File: src/logic/done_notify_pkg.sv
// Package for the command completion notifier.
// Assumes a single 100 MHz core clock domain.
package done_notify_pkg;

   // ****************************************
   // Reset values and encodings
   // ****************************************
   localparam logic       STATUS_RESET   = 1'h1;
   localparam logic       POLARITY_DFLT  = 1'h1;
   localparam logic [1:0] OP_PROGRAM     = 2'h0;
   localparam logic [1:0] OP_ERASE       = 2'h1;
   localparam logic [1:0] OP_LOAD        = 2'h2;

   typedef enum logic [1:0] {
      ST_IDLE,
      ST_BUSY
   } notify_state_e;

   // Status write request from the host side register path
   typedef struct packed {
      logic valid;
      logic value;
   } status_wr_s;

   // Completion report from the internal controller
   typedef struct packed {
      logic       valid;
      logic [1:0] kind;
   } op_done_s;

endpackage

File: src/logic/notify_pin_drv.sv
// Open-drain driver stage for the completion pin.
// Assumes an external pull-up; pin level is resolved outside.
`timescale 1ns/10ps

module notify_pin_drv (
   input  wire logic core_clk,
   input  wire logic rstn,
   input  wire logic level_want,
   output logic      pin_o,
   output logic      pin_oe
);

   // ****************************************
   // Drive stage
   // ****************************************
   // Pin only pulls low; a high level is left to the pull-up
   always_ff @(posedge core_clk or negedge rstn) begin
      if (!rstn) begin
         pin_oe <= 1'h0;
         pin_o  <= 1'h0;
      end else begin
         pin_oe <= ~level_want;
         pin_o  <= 1'h0;
      end
   end

endmodule

File: src/logic/command_done_notify.sv
// Completion notifier: interrupt status bit and open-drain done pin.
// Assumes host register writes and controller done pulses are synchronous to core_clk.
`timescale 1ns/10ps

// Overview of operation
// - Idle with default polarity, the done pin rests high.
// - Clearing the status bit drives the pin to its in-progress level.
// - Controller finishing returns the pin to its completion level.
// - Program, erase and load completions all report through the pin.
// - Pin is open drain so several devices can be wire-ORed.
// - Pin keeps its level when deselected or outputs disabled.
module command_done_notify (
   input  wire logic                        core_clk,
   input  wire logic                        rstn,
   input  wire done_notify_pkg::status_wr_s status_wr,
   input  wire done_notify_pkg::op_done_s   op_done,
   input  wire logic                        polarity_high,
   input  wire logic                        chip_sel_n,
   input  wire logic                        out_en_n,
   input  wire logic                        addr_valid_strobe_n,
   output logic                             status_bit,
   output logic [1:0]                       last_op_kind,
   output logic                             busy,
   output logic                             notify_pin_o,
   output logic                             notify_pin_oe
);

   // ****************************************
   // Status bit and state
   // ****************************************
   done_notify_pkg::notify_state_e state_reg;
   logic                           level_next;

   // Electrical sense of the pin for a given status and polarity
   function automatic logic pin_level(
      input logic pol,
      input logic status
   );
      return pol ? status : ~status;
   endfunction

   // Completion sets, host write loads the written value; set wins on collision
   always_ff @(posedge core_clk or negedge rstn) begin
      if (!rstn) begin
         status_bit <= done_notify_pkg::STATUS_RESET;
      end else if (op_done.valid) begin
         status_bit <= 1'h1;
      end else if (status_wr.valid) begin
         status_bit <= status_wr.value;
      end
   end

   always_ff @(posedge core_clk or negedge rstn) begin
      if (!rstn) begin
         state_reg <= done_notify_pkg::ST_IDLE;
      end else begin
         unique case (state_reg)
            done_notify_pkg::ST_IDLE: begin
               if (status_wr.valid && !status_wr.value && !op_done.valid) begin
                  state_reg <= done_notify_pkg::ST_BUSY;
               end
            end
            done_notify_pkg::ST_BUSY: begin
               if (op_done.valid) begin
                  state_reg <= done_notify_pkg::ST_IDLE;
               end
            end
            default: state_reg <= done_notify_pkg::ST_IDLE;
         endcase
      end
   end

   always_ff @(posedge core_clk or negedge rstn) begin
      if (!rstn) begin
         busy         <= 1'h0;
         last_op_kind <= done_notify_pkg::OP_PROGRAM;
      end else begin
         busy <= (state_reg == done_notify_pkg::ST_BUSY) && !op_done.valid;
         if (op_done.valid) begin
            last_op_kind <= op_done.kind;
         end
      end
   end

   // ****************************************
   // Pin level
   // ****************************************
   // Chip select, output enable and strobe are deliberately not used:
   // the pin never floats with the bus state
   always_comb begin
      // Status high means done; polarity picks the electrical sense
      level_next = pin_level(polarity_high, status_bit);
   end

   notify_pin_drv u_drv (
      .core_clk   (core_clk),
      .rstn       (rstn),
      .level_want (level_next),
      .pin_o      (notify_pin_o),
      .pin_oe     (notify_pin_oe)
   );

   // ****************************************
   // Checks
   // ****************************************
   chk_clear_drives_low: assert property (@(posedge core_clk) disable iff (!rstn)
      (status_wr.valid && !status_wr.value && !op_done.valid && polarity_high)
      |=> ##1 notify_pin_oe)
      else $error("Pin not pulled low after status clear");

   chk_done_releases: assert property (@(posedge core_clk) disable iff (!rstn)
      (op_done.valid && polarity_high) |=> ##1 !notify_pin_oe)
      else $error("Pin not released after completion");

   chk_idle_high: assert property (@(posedge core_clk) disable iff (!rstn)
      (status_bit && polarity_high && $stable(polarity_high)) |=> !notify_pin_oe)
      else $error("Pin driven low while idle");

   chk_open_drain: assert property (@(posedge core_clk) disable iff (!rstn)
      !notify_pin_o)
      else $error("Pin driven high");

   chk_pol_invert: assert property (@(posedge core_clk) disable iff (!rstn)
      (!polarity_high && $stable(polarity_high)) |=> (notify_pin_oe == $past(status_bit)))
      else $error("Inverted polarity level wrong");

   chk_desel_kept: assert property (@(posedge core_clk) disable iff (!rstn)
      (chip_sel_n && out_en_n && !status_bit && polarity_high && $stable(polarity_high))
      |=> notify_pin_oe)
      else $error("Pin released while deselected");

   chk_done_kind: assert property (@(posedge core_clk) disable iff (!rstn)
      op_done.valid |=> (last_op_kind == $past(op_done.kind)) && status_bit)
      else $error("Completion not recorded");

   chk_busy_track: assert property (@(posedge core_clk) disable iff (!rstn)
      busy |-> !status_bit)
      else $error("Busy with status showing done");

   // ****************************************
   // Status bit and operation kind checks
   // ****************************************
   chk_clear_status: assert property (@(posedge core_clk) disable iff (!rstn)
      (status_wr.valid && !status_wr.value && !op_done.valid) |=> !status_bit)
      else $error("Status bit not cleared by host write");

   // A clear that meets a completion must not leave the host waiting forever
   chk_set_wins: assert property (@(posedge core_clk) disable iff (!rstn)
      (status_wr.valid && op_done.valid) |=> status_bit)
      else $error("Completion lost against status clear");

   chk_status_hold: assert property (@(posedge core_clk) disable iff (!rstn)
      (!op_done.valid && !status_wr.valid) |=> $stable(status_bit))
      else $error("Status bit moved without a cause");

   chk_kind_hold: assert property (@(posedge core_clk) disable iff (!rstn)
      !op_done.valid |=> $stable(last_op_kind))
      else $error("Operation kind moved without completion");

   // ****************************************
   // Busy flag checks
   // ****************************************
   chk_busy_start: assert property (@(posedge core_clk) disable iff (!rstn)
      ((status_wr.valid && !status_wr.value && !op_done.valid && !busy && status_bit)
      ##1 !op_done.valid) |=> busy)
      else $error("Busy not raised after status clear");

   chk_busy_end: assert property (@(posedge core_clk) disable iff (!rstn)
      op_done.valid |=> !busy)
      else $error("Busy still high after completion");

   // ****************************************
   // Pin level and state encoding checks
   // ****************************************
   chk_oe_follows: assert property (@(posedge core_clk) disable iff (!rstn)
      (polarity_high && $stable(polarity_high)) |=> (notify_pin_oe == !$past(status_bit)))
      else $error("Pin level does not follow status");

   chk_running_low: assert property (@(posedge core_clk) disable iff (!rstn)
      (!status_bit && polarity_high && $stable(polarity_high)) |=> notify_pin_oe)
      else $error("Pin not low while operation runs");

   // Bus select pins must never disturb the pin; it is not a bus output
   chk_sel_ignored: assert property (@(posedge core_clk) disable iff (!rstn)
      ($changed(chip_sel_n) && $stable(status_bit) && $stable(polarity_high))
      |=> $stable(notify_pin_oe))
      else $error("Pin moved with chip select");

   chk_oe_ignored: assert property (@(posedge core_clk) disable iff (!rstn)
      ($changed(out_en_n) && $stable(status_bit) && $stable(polarity_high))
      |=> $stable(notify_pin_oe))
      else $error("Pin moved with output enable");

   chk_strobe_ignored: assert property (@(posedge core_clk) disable iff (!rstn)
      ($changed(addr_valid_strobe_n) && $stable(status_bit) && $stable(polarity_high))
      |=> $stable(notify_pin_oe))
      else $error("Pin moved with address strobe");

   chk_state_legal: assert property (@(posedge core_clk) disable iff (!rstn)
      (state_reg == done_notify_pkg::ST_IDLE) || (state_reg == done_notify_pkg::ST_BUSY))
      else $error("Tracking state left its legal codes");

endmodule

File: config.mk
export PLATFORM = sky130hd
export DESIGN_NAME = command_done_notify
export DESIGN_NICKNAME = d
export VERILOG_FILES = /design/src/logic/done_notify_pkg.sv /design/src/logic/notify_pin_drv.sv /design/src/logic/command_done_notify.sv
export SDC_FILE = /design/constraint.sdc
export NUM_CORES = 1
export LEC_CHECK = 0
export BUFFER_PORTS_ARGS = -buffer_cell sky130_fd_sc_hd__buf_2
export CAP_MARGIN = 10
export CORE_AREA = 5 5 42 44
export CTS_BUF_LIST = sky130_fd_sc_hd__clkbuf_2
export CTS_CLUSTER_DIAMETER = 50
export DETAILED_ROUTE_END_ITERATION = 12
export DIE_AREA = 0 0 47 49
export MAX_ROUTING_LAYER = met4
export PLACE_DENSITY = 0.38
export SYNTH_ARGS = -nofsm -noshare
export SYNTH_HDL_FRONTEND = slang
export SYNTH_SLANG_ARGS = --single-unit
export TNS_END_PERCENT = 5
File: constraint.sdc
create_clock -name core_clk -period 0.9 [get_ports core_clk]
set_input_delay 0.09 -clock core_clk [delete_from_list [all_inputs] [get_ports core_clk]]
set_output_delay 0.09 -clock core_clk [all_outputs]
set_load 0.03 [all_outputs]
==> results.txt, run 1 <==
Layout area overhead - 54.1%
Die Span X - 47 um
CP max stage cell - dfstp_2
total of flip-flops plus latches after synthesis - 6
Clock Latency Late Sink - 0.22 ns
final critical-path required period - 0.966 ns
number of nets in the synthesized netlist - 28
fraction of post-synthesis cell area in the top cell type by area - 55.2%
GR Layer Usage met2 - 6.33%
Required @ worst endpoint - 0.81 ns
Total Wirelength - 503 um
worst setup path class - flip-flop to output pin
Pre-antenna DRT Iters - 2
maximum cell stage delay along the critical path - 0.54 ns
layout cell share with drive strength beyond 1 - 58.8%
portion of the post-synthesis area used by sequential elements - 66.9%
family of cells with the greatest summed delay on the critical path - flip-flops
top post-synthesis cells by count - 5 x dfrtp_1, 2 x mux2_2
count of distinct cell types in the synthesized netlist - 12
worst-path cell chain - buf_6
flip-flop count of the largest register after layout - 2
number of nets with antenna violations after detailed routing - 0
Iter 0 DRT Violations - 4
global route hottest layer - met2
register name with the most flops - last_op_kind
GRT met3 Usage - 3.32%
Register Area - 151 um2
Post-route DRC - 0
flip-flop cell with the highest count after synthesis - dfrtp_1
cell count after synthesis - 17
number of global-route vias before repair - 204
number of clock buffers inserted by TritonCTS - 3
highest fanout seen on the critical path - 2
synthesis warning total - 0
placement-stage worst setup slack - 0.0898 ns
fin util - 24.9%
maximum number of buffers from clock root to sink - 2
Worst Setup Start Kind - flip-flop
violated checks - setup timing
placement row count - 14
leakage component of the power - 0.177 nW
ratio of total power to cell area - 1840 nW/um2
Final nets - 46
die outline area - 2300 um2
most frequent cell after synthesis - dfrtp_1
Initial Util - 16.2%
TNS Setup - -0.0801 ns
Final Setup Violations - 2
top area cells in the synthesized netlist - dfrtp_1 55%, dfstp_2 12%, mux2_2 9.9%, xor2_1 3.9%, a21o_1 3.3%
H-Tree Level Count - 1
final non-filler cell area - 349 um2
final count of hold timing violations - 0
crit path DAT - 0.88 ns
per-instance average area after synthesis - 13.3 um2
total track usage - 5.02%
maximum ir drop on the vdd rail - 0.000637 V
footprint of the multi-input gates - 63.8 um2
core box area - 1400 um2
vertical extent of the die - 49 um
Max Slew Vio Count - 0
cell area after synthesis - 226 um2
first-pass GRT wire length - 765 um
crit path capture type - output pin
FILL cells - 159
Final GP Congestion - 0.686
Clock Pin Slew Worst Setup and Hold Paths - 0.06 ns
CTS Root Buffer Type - clkbuf_2
Avg Vias per Cell - 3.58
# clock sinks - 6
largest area contributor in the netlist - dfrtp_1
clock tree from TritonCTS - yes
number of antenna violations at the first check in global routing - 0
total grt overflow - 0
Synth async-reset ratio - 100%
quantity of I/O buffers inserted on ports - 12
largest net degree at the start of global routing - 7
cell area reported after detailed placement - 299 um2
top-level I/O count - 17
Max Clk Rate - 1040 MHz
Period Utilization, post-route - 107%
Fin Clk Skew - 0.0119 ns
global-route met1 utilization - 5.86%
number of buffer and inverter instances along the worst setup path - 1
number of enable flip-flop cells after synthesis - 0
max cap viols - 0
half-perimeter wire length of the detailed placement result - 398 um
Final Total Pwr - 0.000643 W
fin worst setup slack - -0.0658 ns
detailed-route wire length per cell - 10.1 um
Worst Hold Class - input pin to flip-flop
setup repair after global routing missed its margin - yes
n_diodes - 0
outcome - finished, violations left
routed vias - 179
## report_power, final
| group | total [W] | internal (W) | switching (W) | leakage, nW |
|---|---|---|---|---|
| Clock | 0.000218 | 0.000118 | 0.000100 | 0.0166 |
| Combinational | 0.000123 | 0.0000514 | 0.0000713 | 0.0880 |
| Sequential | 0.000302 | 0.000293 | 0.00000994 | 0.0722 |
| Total | 0.000643 | 0.000462 | 0.000181 | 0.177 |
## placed cells by master, fill, tap and decap left out, drive strengths merged
| cell | count |
|---|---|
| buf | 13 |
| dfrtp | 5 |
| clkbuf | 4 |
| mux2 | 2 |
| xor2 | 1 |
| inv | 1 |
| nor2 | 1 |
| nand2b | 1 |
| or2 | 1 |
| a21o | 1 |
| a21oi | 1 |
| conb | 1 |
| dlygate4sd3 | 1 |
| dfstp | 1 |
## metal layers
layer	wire length (um)	share of wire [%]	vias up
li1	-	-	85
met1	219	44	79
met2	192	38	15
met3	92	18	0
met4	0	0	0
met5	0	0	-
## through the flow
step	hold slack (ns)	std cells
6_report	0.0579	50
5_1_grt	0.0585	50
4_1_cts	0.0534	50
3_5_place_dp	-0.0797	44
3_3_place_gp	-0.0826	44
2_1_floorplan	-0.206	17
## path summary, 6_finish.rpt
| check | from | end | slack [ns] | depth (start not counted) |
|---|---|---|---|---|
| setup / recovery | status_bit | status_bit | -0.07 | 1 |
| hold / removal | polarity_high | u_drv.pin_oe | 0.06 | 2 |
| setup reg to reg | status_bit | status_bit | -0.01 | 3 |
| hold reg to reg | state_reg[0] | busy | 0.47 | 2 |
| max in group asynchronous | rstn | status_bit | 0.46 | 2 |
| min in group asynchronous | rstn | busy | 0.21 | 2 |
## cell families (layout without fill, tap and decap cells)
family / count (synthesis) / in the layout / synth area share [%]
other cells: 1 / 1 / 1.66
xor+xnor: 1 / 1 / 3.87
mux: 2 / 2 / 9.94
simple gates: 3 / 3 / 7.18
buf+inv: 2 / 19 / 4.97
flops: 6 / 6 / 66.9
compound gates: 2 / 2 / 5.52
## what timing repair did
item,CTS,global route
hold buffers,1,0
hold endpoints to repair,6,0
buffers inserted,1,0
resized for setup,3,1
endpoints found under the setup margin,2,5
pin swaps,1,1
## final cells by class
type / instances / share of cell area (%)
multi-input combinational: 9 / 18.3
sequential: 6 / 43.4
inverter: 1 / 1.08
tap: 16 / 5.73
clock buffer: 4 / 5.73
timing repair buffer: 14 / 25.8
No activity file was read; power rests on OpenSTA's default activity.
==> run 2, diff against run 1 <==
Settings changed: CELL_PAD_IN_SITES_DETAIL_PLACEMENT set to 0, CELL_PAD_IN_SITES_GLOBAL_PLACEMENT set to 1, PLACE_DENSITY 0.38 to 0.49, RECOVER_POWER set to 50.
==> results.txt, run 2 (same netlist as run 1, synthesis figures left out) <==
highest fanout seen on the critical path - 2 (unchanged)
outcome - finished, violations left
placement row count - 14 (unchanged)
register name with the most flops - last_op_kind
final non-filler cell area - 344 um2 (-1.4%)
Required @ worst endpoint - 0.81 ns (about the same)
routed vias - 168 (-6.1%)
family of cells with the greatest summed delay on the critical path - flip-flops
quantity of I/O buffers inserted on ports - 12 (unchanged)
leakage component of the power - 0.173 nW (-2.4%)
crit path capture type - output pin
Max Clk Rate - 1040 MHz (+0.37%)
Pre-antenna DRT Iters - 4 (+2)
final count of hold timing violations - 0 (unchanged)
launch point of the worst reg-to-reg path - status_bit
number of clock buffers inserted by TritonCTS - 3 (unchanged)
number of global-route vias before repair - 180 (-12%)
first-pass GRT wire length - 717 um (-6.3%)
CTS Root Buffer Type - clkbuf_2
Period Utilization, post-route - 107% (-0.40 points)
fin util - 24.6% (-0.36 points)
total grt overflow - 0 (unchanged)
Max Slew Vio Count - 0 (unchanged)
total track usage - 4.94% (-0.084 points)
fin worst setup slack - -0.0622 ns (+0.00358 ns)
vertical extent of the die - 49 um (unchanged)
clock network fraction of total power - 34.1% (+0.2 points)
most common cell after layout, fill and taps aside - buf_2
P_int - 0.000458 W (-0.88%)
worst setup path class - flip-flop to output pin
ratio of total power to cell area - 1850 nW/um2 (+0.30%)
worst-path cell chain - buf_6
Worst Setup Start Kind - flip-flop
footprint of the multi-input gates - 63.8 um2 (unchanged)
commonest cells after routing, fill and taps aside - 9 x buf_2, 5 x dfrtp_1, 4 x clkbuf_2, 2 x mux2_2
Post-route DRC - 0 (unchanged)
worst reg2reg setup slack - -0.02 ns (about the same)
n_diodes - 0 (unchanged)
Iter 0 DRT Violations - 2 (-2)
max cap viols - 0 (unchanged)
CP max stage cell - dfstp_2
Register Area - 151 um2 (unchanged)
switching power of the nets - 0.000178 W (-1.8%)
core box area - 1400 um2 (unchanged)
Layout area overhead - 51.9%
largest net degree at the start of global routing - 7 (unchanged)
clock tree from TritonCTS - yes
Final Total Pwr - 0.000636 W (-1.1%)
Sw Ratio - 28.0% (-0.19 points)
sequential power share - 47.3% (+0.3 points)
Worst Min Path Start - polarity_high
H-Tree Level Count - 1 (unchanged)
Total Wirelength - 466 um (-7.4%)
flip-flop count of the largest register after layout - 2 (unchanged)
Fin Clk Skew - 0.0000840 ns (-0.0118 ns)
number of antenna violations at the first check in global routing - 0 (unchanged)
number of buffer and inverter instances along the worst setup path - 1 (unchanged)
top-level I/O count - 17 (unchanged)
Clock Latency Late Sink - 0.22 ns (about the same)
Initial Util - 16.2% (unchanged)
maximum cell stage delay along the critical path - 0.54 ns (about the same)
Avg Vias per Cell - 3.36 (-6.1%)
FILL cells - 161 (+1.3%)
die outline area - 2300 um2 (unchanged)
final critical-path required period - 0.962 ns (-0.00358 ns)
cell area reported after detailed placement - 299 um2 (unchanged)
combinational cell fraction of total power - 18.7% (-0.4 points)
# clock sinks - 6 (unchanged)
layout cell share with drive strength beyond 1 - 55.9% (-2.9 points)
number of nets with antenna violations after detailed routing - 0 (unchanged)
maximum ir drop on the vdd rail - 0.000507 V (-20%)
crit path DAT - 0.87 ns (about the same)
violated checks - setup timing
first element of the critical path - status_bit
setup repair after global routing missed its margin - yes
Die Span X - 47 um (unchanged)
detailed-route wire length per cell - 9.32 um (-7.4%)
maximum number of buffers from clock root to sink - 2 (unchanged)
Final Setup Violations - 2 (unchanged)
Final GP Congestion - 0.732 (+6.6%)
Worst Hold Class - input pin to flip-flop
Final nets - 46 (unchanged)
Clock Pin Slew Worst Setup and Hold Paths - 0.05 ns (about the same)
run 2: cell count changes in the layout (fill, tap and decap cells not counted):
cell,previous run,this run
buf_2,10,9
buf_6,2,1
clkbuf_1,0,1
clkbuf_4,0,1
run 2: worst register-to-register path, cell delays in order (launching register included):
cell and delay [ns]:
dfstp_2 0.37, buf_4 0.13, or2_1 0.20, a21o_1 0.15
run 2: final cells by class:
cell class              instances  share of cell area (%)
well taps                      16                    5.82
inverters                       1                    1.09
flip-flops and latches          6                    44.0
multi-input cells               9                    18.5
clock buffers                   4                    5.82
repair buffers                 14                    24.7
run 2: power groups by stage:
stage | Combinational (W) | Clock [W] | Sequential, W
6_report | 0.000119 | 0.000217 | 0.000300
5_1_grt | 0.000129 | 0.000243 | 0.000303
4_1_cts | 0.000119 | 0.000237 | 0.000300
3_5_place_dp | 0.000109 | 0 | 0.000305
3_3_place_gp | 0.000107 | 0 | 0.000304
2_1_floorplan | 0.0000293 | 0 | 0.000343
run 2: through the flow:
stage / setup TNS [ns] / worst slack [ns] / cells / hold WS (ns)
CTS: -0.101 / -0.0841 / 50 / 0.0461
global placement: 0 / 0.0962 / 44 / -0.0827
global route: -0.171 / -0.102 / 50 / 0.0497
floorplan: 0 / 0.00996 / 17 / -0.206
finish: -0.0785 / -0.0622 / 50 / 0.0596
detailed placement: 0 / 0.0949 / 44 / -0.0765
run 2: timing repair:
item | CTS | global route
setup endpoints to repair | 1 | 5
pin swaps | 1 | 1
hold endpoints to repair | 6 | 0
buffers inserted | 1 | 0
hold buffers | 1 | 0
resized for setup | 2 | 1
run 2: routing by layer:
layer | up-vias | share of wire (%) | global-route usage, %
li1 | 85 | - | -
met1 | 70 | 47 | 7.16
met2 | 13 | 32 | 4.07
met3 | 0 | 20 | 3.32
met4 | 0 | 0 | 4.15
met5 | - | 0 | -
run 2: worst paths after layout:
path | endpoint | cells past startpoint
setup / recovery | status_bit | 1
hold / removal | u_drv.pin_oe | 2
setup reg to reg | status_bit | 3
hold reg to reg | busy | 2
max in group asynchronous | status_bit | 2
min in group asynchronous | state_reg[0] | 2
==> run 3, diff against run 2 <==
--- a/config.mk
+++ b/config.mk
@@ -10,9 +10,8 @@
 export CELL_PAD_IN_SITES_DETAIL_PLACEMENT = 0
 export CELL_PAD_IN_SITES_GLOBAL_PLACEMENT = 1
-export CORE_AREA = 5 5 42 44
+export CORE_AREA = 2 2 39 41
 export CTS_BUF_LIST = sky130_fd_sc_hd__clkbuf_2
-export CTS_CLUSTER_DIAMETER = 50
 export DETAILED_ROUTE_END_ITERATION = 12
-export DIE_AREA = 0 0 47 49
+export DIE_AREA = 0 0 41 43
 export MAX_ROUTING_LAYER = met4
 export PLACE_DENSITY = 0.49
==> constraint.sdc (replaced) <==
create_clock -name core_clk -period 0.9 [get_ports core_clk]
set_input_delay 0.045 -clock core_clk [delete_from_list [all_inputs] [get_ports core_clk]]
set_output_delay 0.045 -clock core_clk [all_outputs]
set_load 0.03 [all_outputs]
==> results.txt, run 3 (same netlist as run 1, synthesis figures left out) <==
outcome - finished, violations left
violated checks - setup timing
Worst Hold Class - input pin to flip-flop
n_diodes - 0 (unchanged)
maximum ir drop on the vdd rail - 0.000615 V (+21%)
Die Span X - 41 um (-13%)
maximum number of buffers from clock root to sink - 2 (unchanged)
number of buffer and inverter instances along the worst setup path - 1 (unchanged)
Final GP Congestion - 0.504 (-31%)
FILL cells - 157 (-2.5%)
die outline area - 1760 um2 (-23%)
Max Slew Vio Count - 0 (unchanged)
Worst Setup Start Kind - flip-flop
largest net degree at the start of global routing - 7 (unchanged)
Layout area overhead - 47.5%
total track usage - 5.71% (+0.77 points)
Cells on Worst Hold Path - 2 (unchanged)
Initial Util - 16.4% (+0.20 points)
fin worst setup slack - -0.0394 ns (+0.0228 ns)
half-perimeter wire length of the detailed placement result - 328 um
quantity of I/O buffers inserted on ports - 12 (unchanged)
leakage component of the power - 0.168 nW (-2.5%)
number of nets with antenna violations after detailed routing - 0 (unchanged)
cell area reported after detailed placement - 299 um2 (unchanged)
final critical-path required period - 0.939 ns (-0.0228 ns)
Pre-antenna DRT Iters - 1 (-3)
worst-path cell chain - buf_6
layout cell share with drive strength beyond 1 - 54.5% (-1.3 points)
family of cells with the greatest summed delay on the critical path - flip-flops
highest fanout seen on the critical path - 3 (+1)
Post-route DRC - 0 (unchanged)
Worst Hold End - u_drv.pin_oe
final non-filler cell area - 334 um2 (-2.9%)
Register Area - 151 um2 (unchanged)
# clock sinks - 6 (unchanged)
worst reg2reg setup slack - 0.08 ns (+0.10 ns)
vertical extent of the die - 43 um (-12%)
commonest cells after routing, fill and taps aside - 10 x buf_2, 5 x dfrtp_1, 4 x clkbuf_2, 2 x mux2_2
total grt overflow - 0 (unchanged)
Avg Vias per Cell - 3.47 (+3.3%)
number of antenna violations at the first check in global routing - 0 (unchanged)
register name with the most flops - last_op_kind
number of global-route vias before repair - 152 (-16%)
worst setup path class - flip-flop to output pin
number of clock buffers inserted by TritonCTS - 3 (unchanged)
Fin Clk Skew - 0.000109 ns (+0.0000247 ns)
Iter 0 DRT Violations - 0 (-2)
Final Setup Violations - 1 (-1)
clock tree from TritonCTS - yes
Worst Min Path Start - polarity_high
Max Clk Rate - 1060 MHz (+2.4%)
footprint of the multi-input gates - 63.8 um2 (unchanged)
most common cell after layout, fill and taps aside - buf_2
CP max stage cell - dfstp_2
Total Wirelength - 416 um (-11%)
cell depth of the worst setup path - 1 (unchanged)
Clock Pin Slew Worst Setup and Hold Paths - 0.06 ns (about the same)
endpoint of the most critical register-to-register path - status_bit
Final nets - 45 (-2.2%)
setup repair after global routing missed its margin - yes
Required @ worst endpoint - 0.85 ns (+0.04 ns)
core box area - 1380 um2 (-1.2%)
fin util - 24.1% (-0.41 points)
depth of the worst register-to-register path - 2 (-1)
launch point of the worst reg-to-reg path - status_bit
Setup Buffers After CTS - 0 (-1)
H-Tree Level Count - 1 (unchanged)
routed vias - 170 (+1.2%)
first-pass GRT wire length - 579 um (-19%)
max cap viols - 0 (unchanged)
crit path DAT - 0.89 ns (+0.02 ns)
top-level I/O count - 17 (unchanged)
crit path capture type - output pin
maximum cell stage delay along the critical path - 0.55 ns (about the same)
Period Utilization, post-route - 104% (-2.5 points)
ratio of total power to cell area - 1900 nW/um2 (+2.8%)
Clock Latency Late Sink - 0.21 ns (about the same)
CTS Root Buffer Type - clkbuf_2
final count of hold timing violations - 0 (unchanged)
detailed-route wire length per cell - 8.49 um (-8.9%)
placement row count - 14 (unchanged)
flip-flop count of the largest register after layout - 2 (unchanged)
-- run 3: cell types whose count changed in the layout (fill, tap and decap cells not counted), sizes merged --
cell | before | now
clkbuf | 6 | 5
-- run 3: worst max-delay path by stage --
stage                           from    endpoint  slack, ns
after floorplan           status_bit  status_bit       0.01
after global placement    status_bit  status_bit       0.10
after detailed placement  status_bit  status_bit        0.1
after CTS                 status_bit  status_bit      -0.06
after global routing      status_bit  status_bit      -0.08
final                     status_bit  status_bit      -0.04
-- run 3: power by group --
| group | switching, W | leakage (nW) | internal [W] |
|---|---|---|---|
| clock network | 0.000103 | 0.0166 | 0.000118 |
| logic | 0.0000699 | 0.0794 | 0.0000426 |
| registers | 0.00000851 | 0.0722 | 0.000292 |
-- run 3: through the flow --
step	worst slack, ns	cells	total power [W]	hold slack, ns	setup TNS (ns)
finish	-0.0394	49	0.000635	0.0270	-0.0394
global route	-0.0791	49	0.000679	0.00754	-0.0791
detailed placement	0.0978	44	0.000414	-0.120	0
CTS	-0.0567	49	0.000648	0.0140	-0.0567
global placement	0.100	44	0.000411	-0.127	0
floorplan	0.00996	17	0.000372	-0.251	0
-- run 3: repair_timing --
| item | 4_1_cts | 5_1_grt |
|---|---|---|
| hold buffers | 1 | 0 |
| endpoints found under the hold margin | 6 | 0 |
| resized for setup | 2 | 0 |
| setup endpoints to repair | 1 | 1 |
-- run 3: layout make-up --
type / count / share of cell area (%)
well taps: 16 / 5.99
flip-flops and latches: 6 / 45.3
multi-input cells: 9 / 19.1
inverters: 1 / 1.12
repair buffers: 13 / 22.5
clock buffers: 4 / 5.99
-- run 3: routing by layer --
metal  part of all wire (%)  track usage (%)  vias up
met1                     47             7.26       73
met2                     36             5.63       15
met4                      0             4.00        0
met5                      0                -        -
met3                     16             4.71        0
li1                       -                -       82
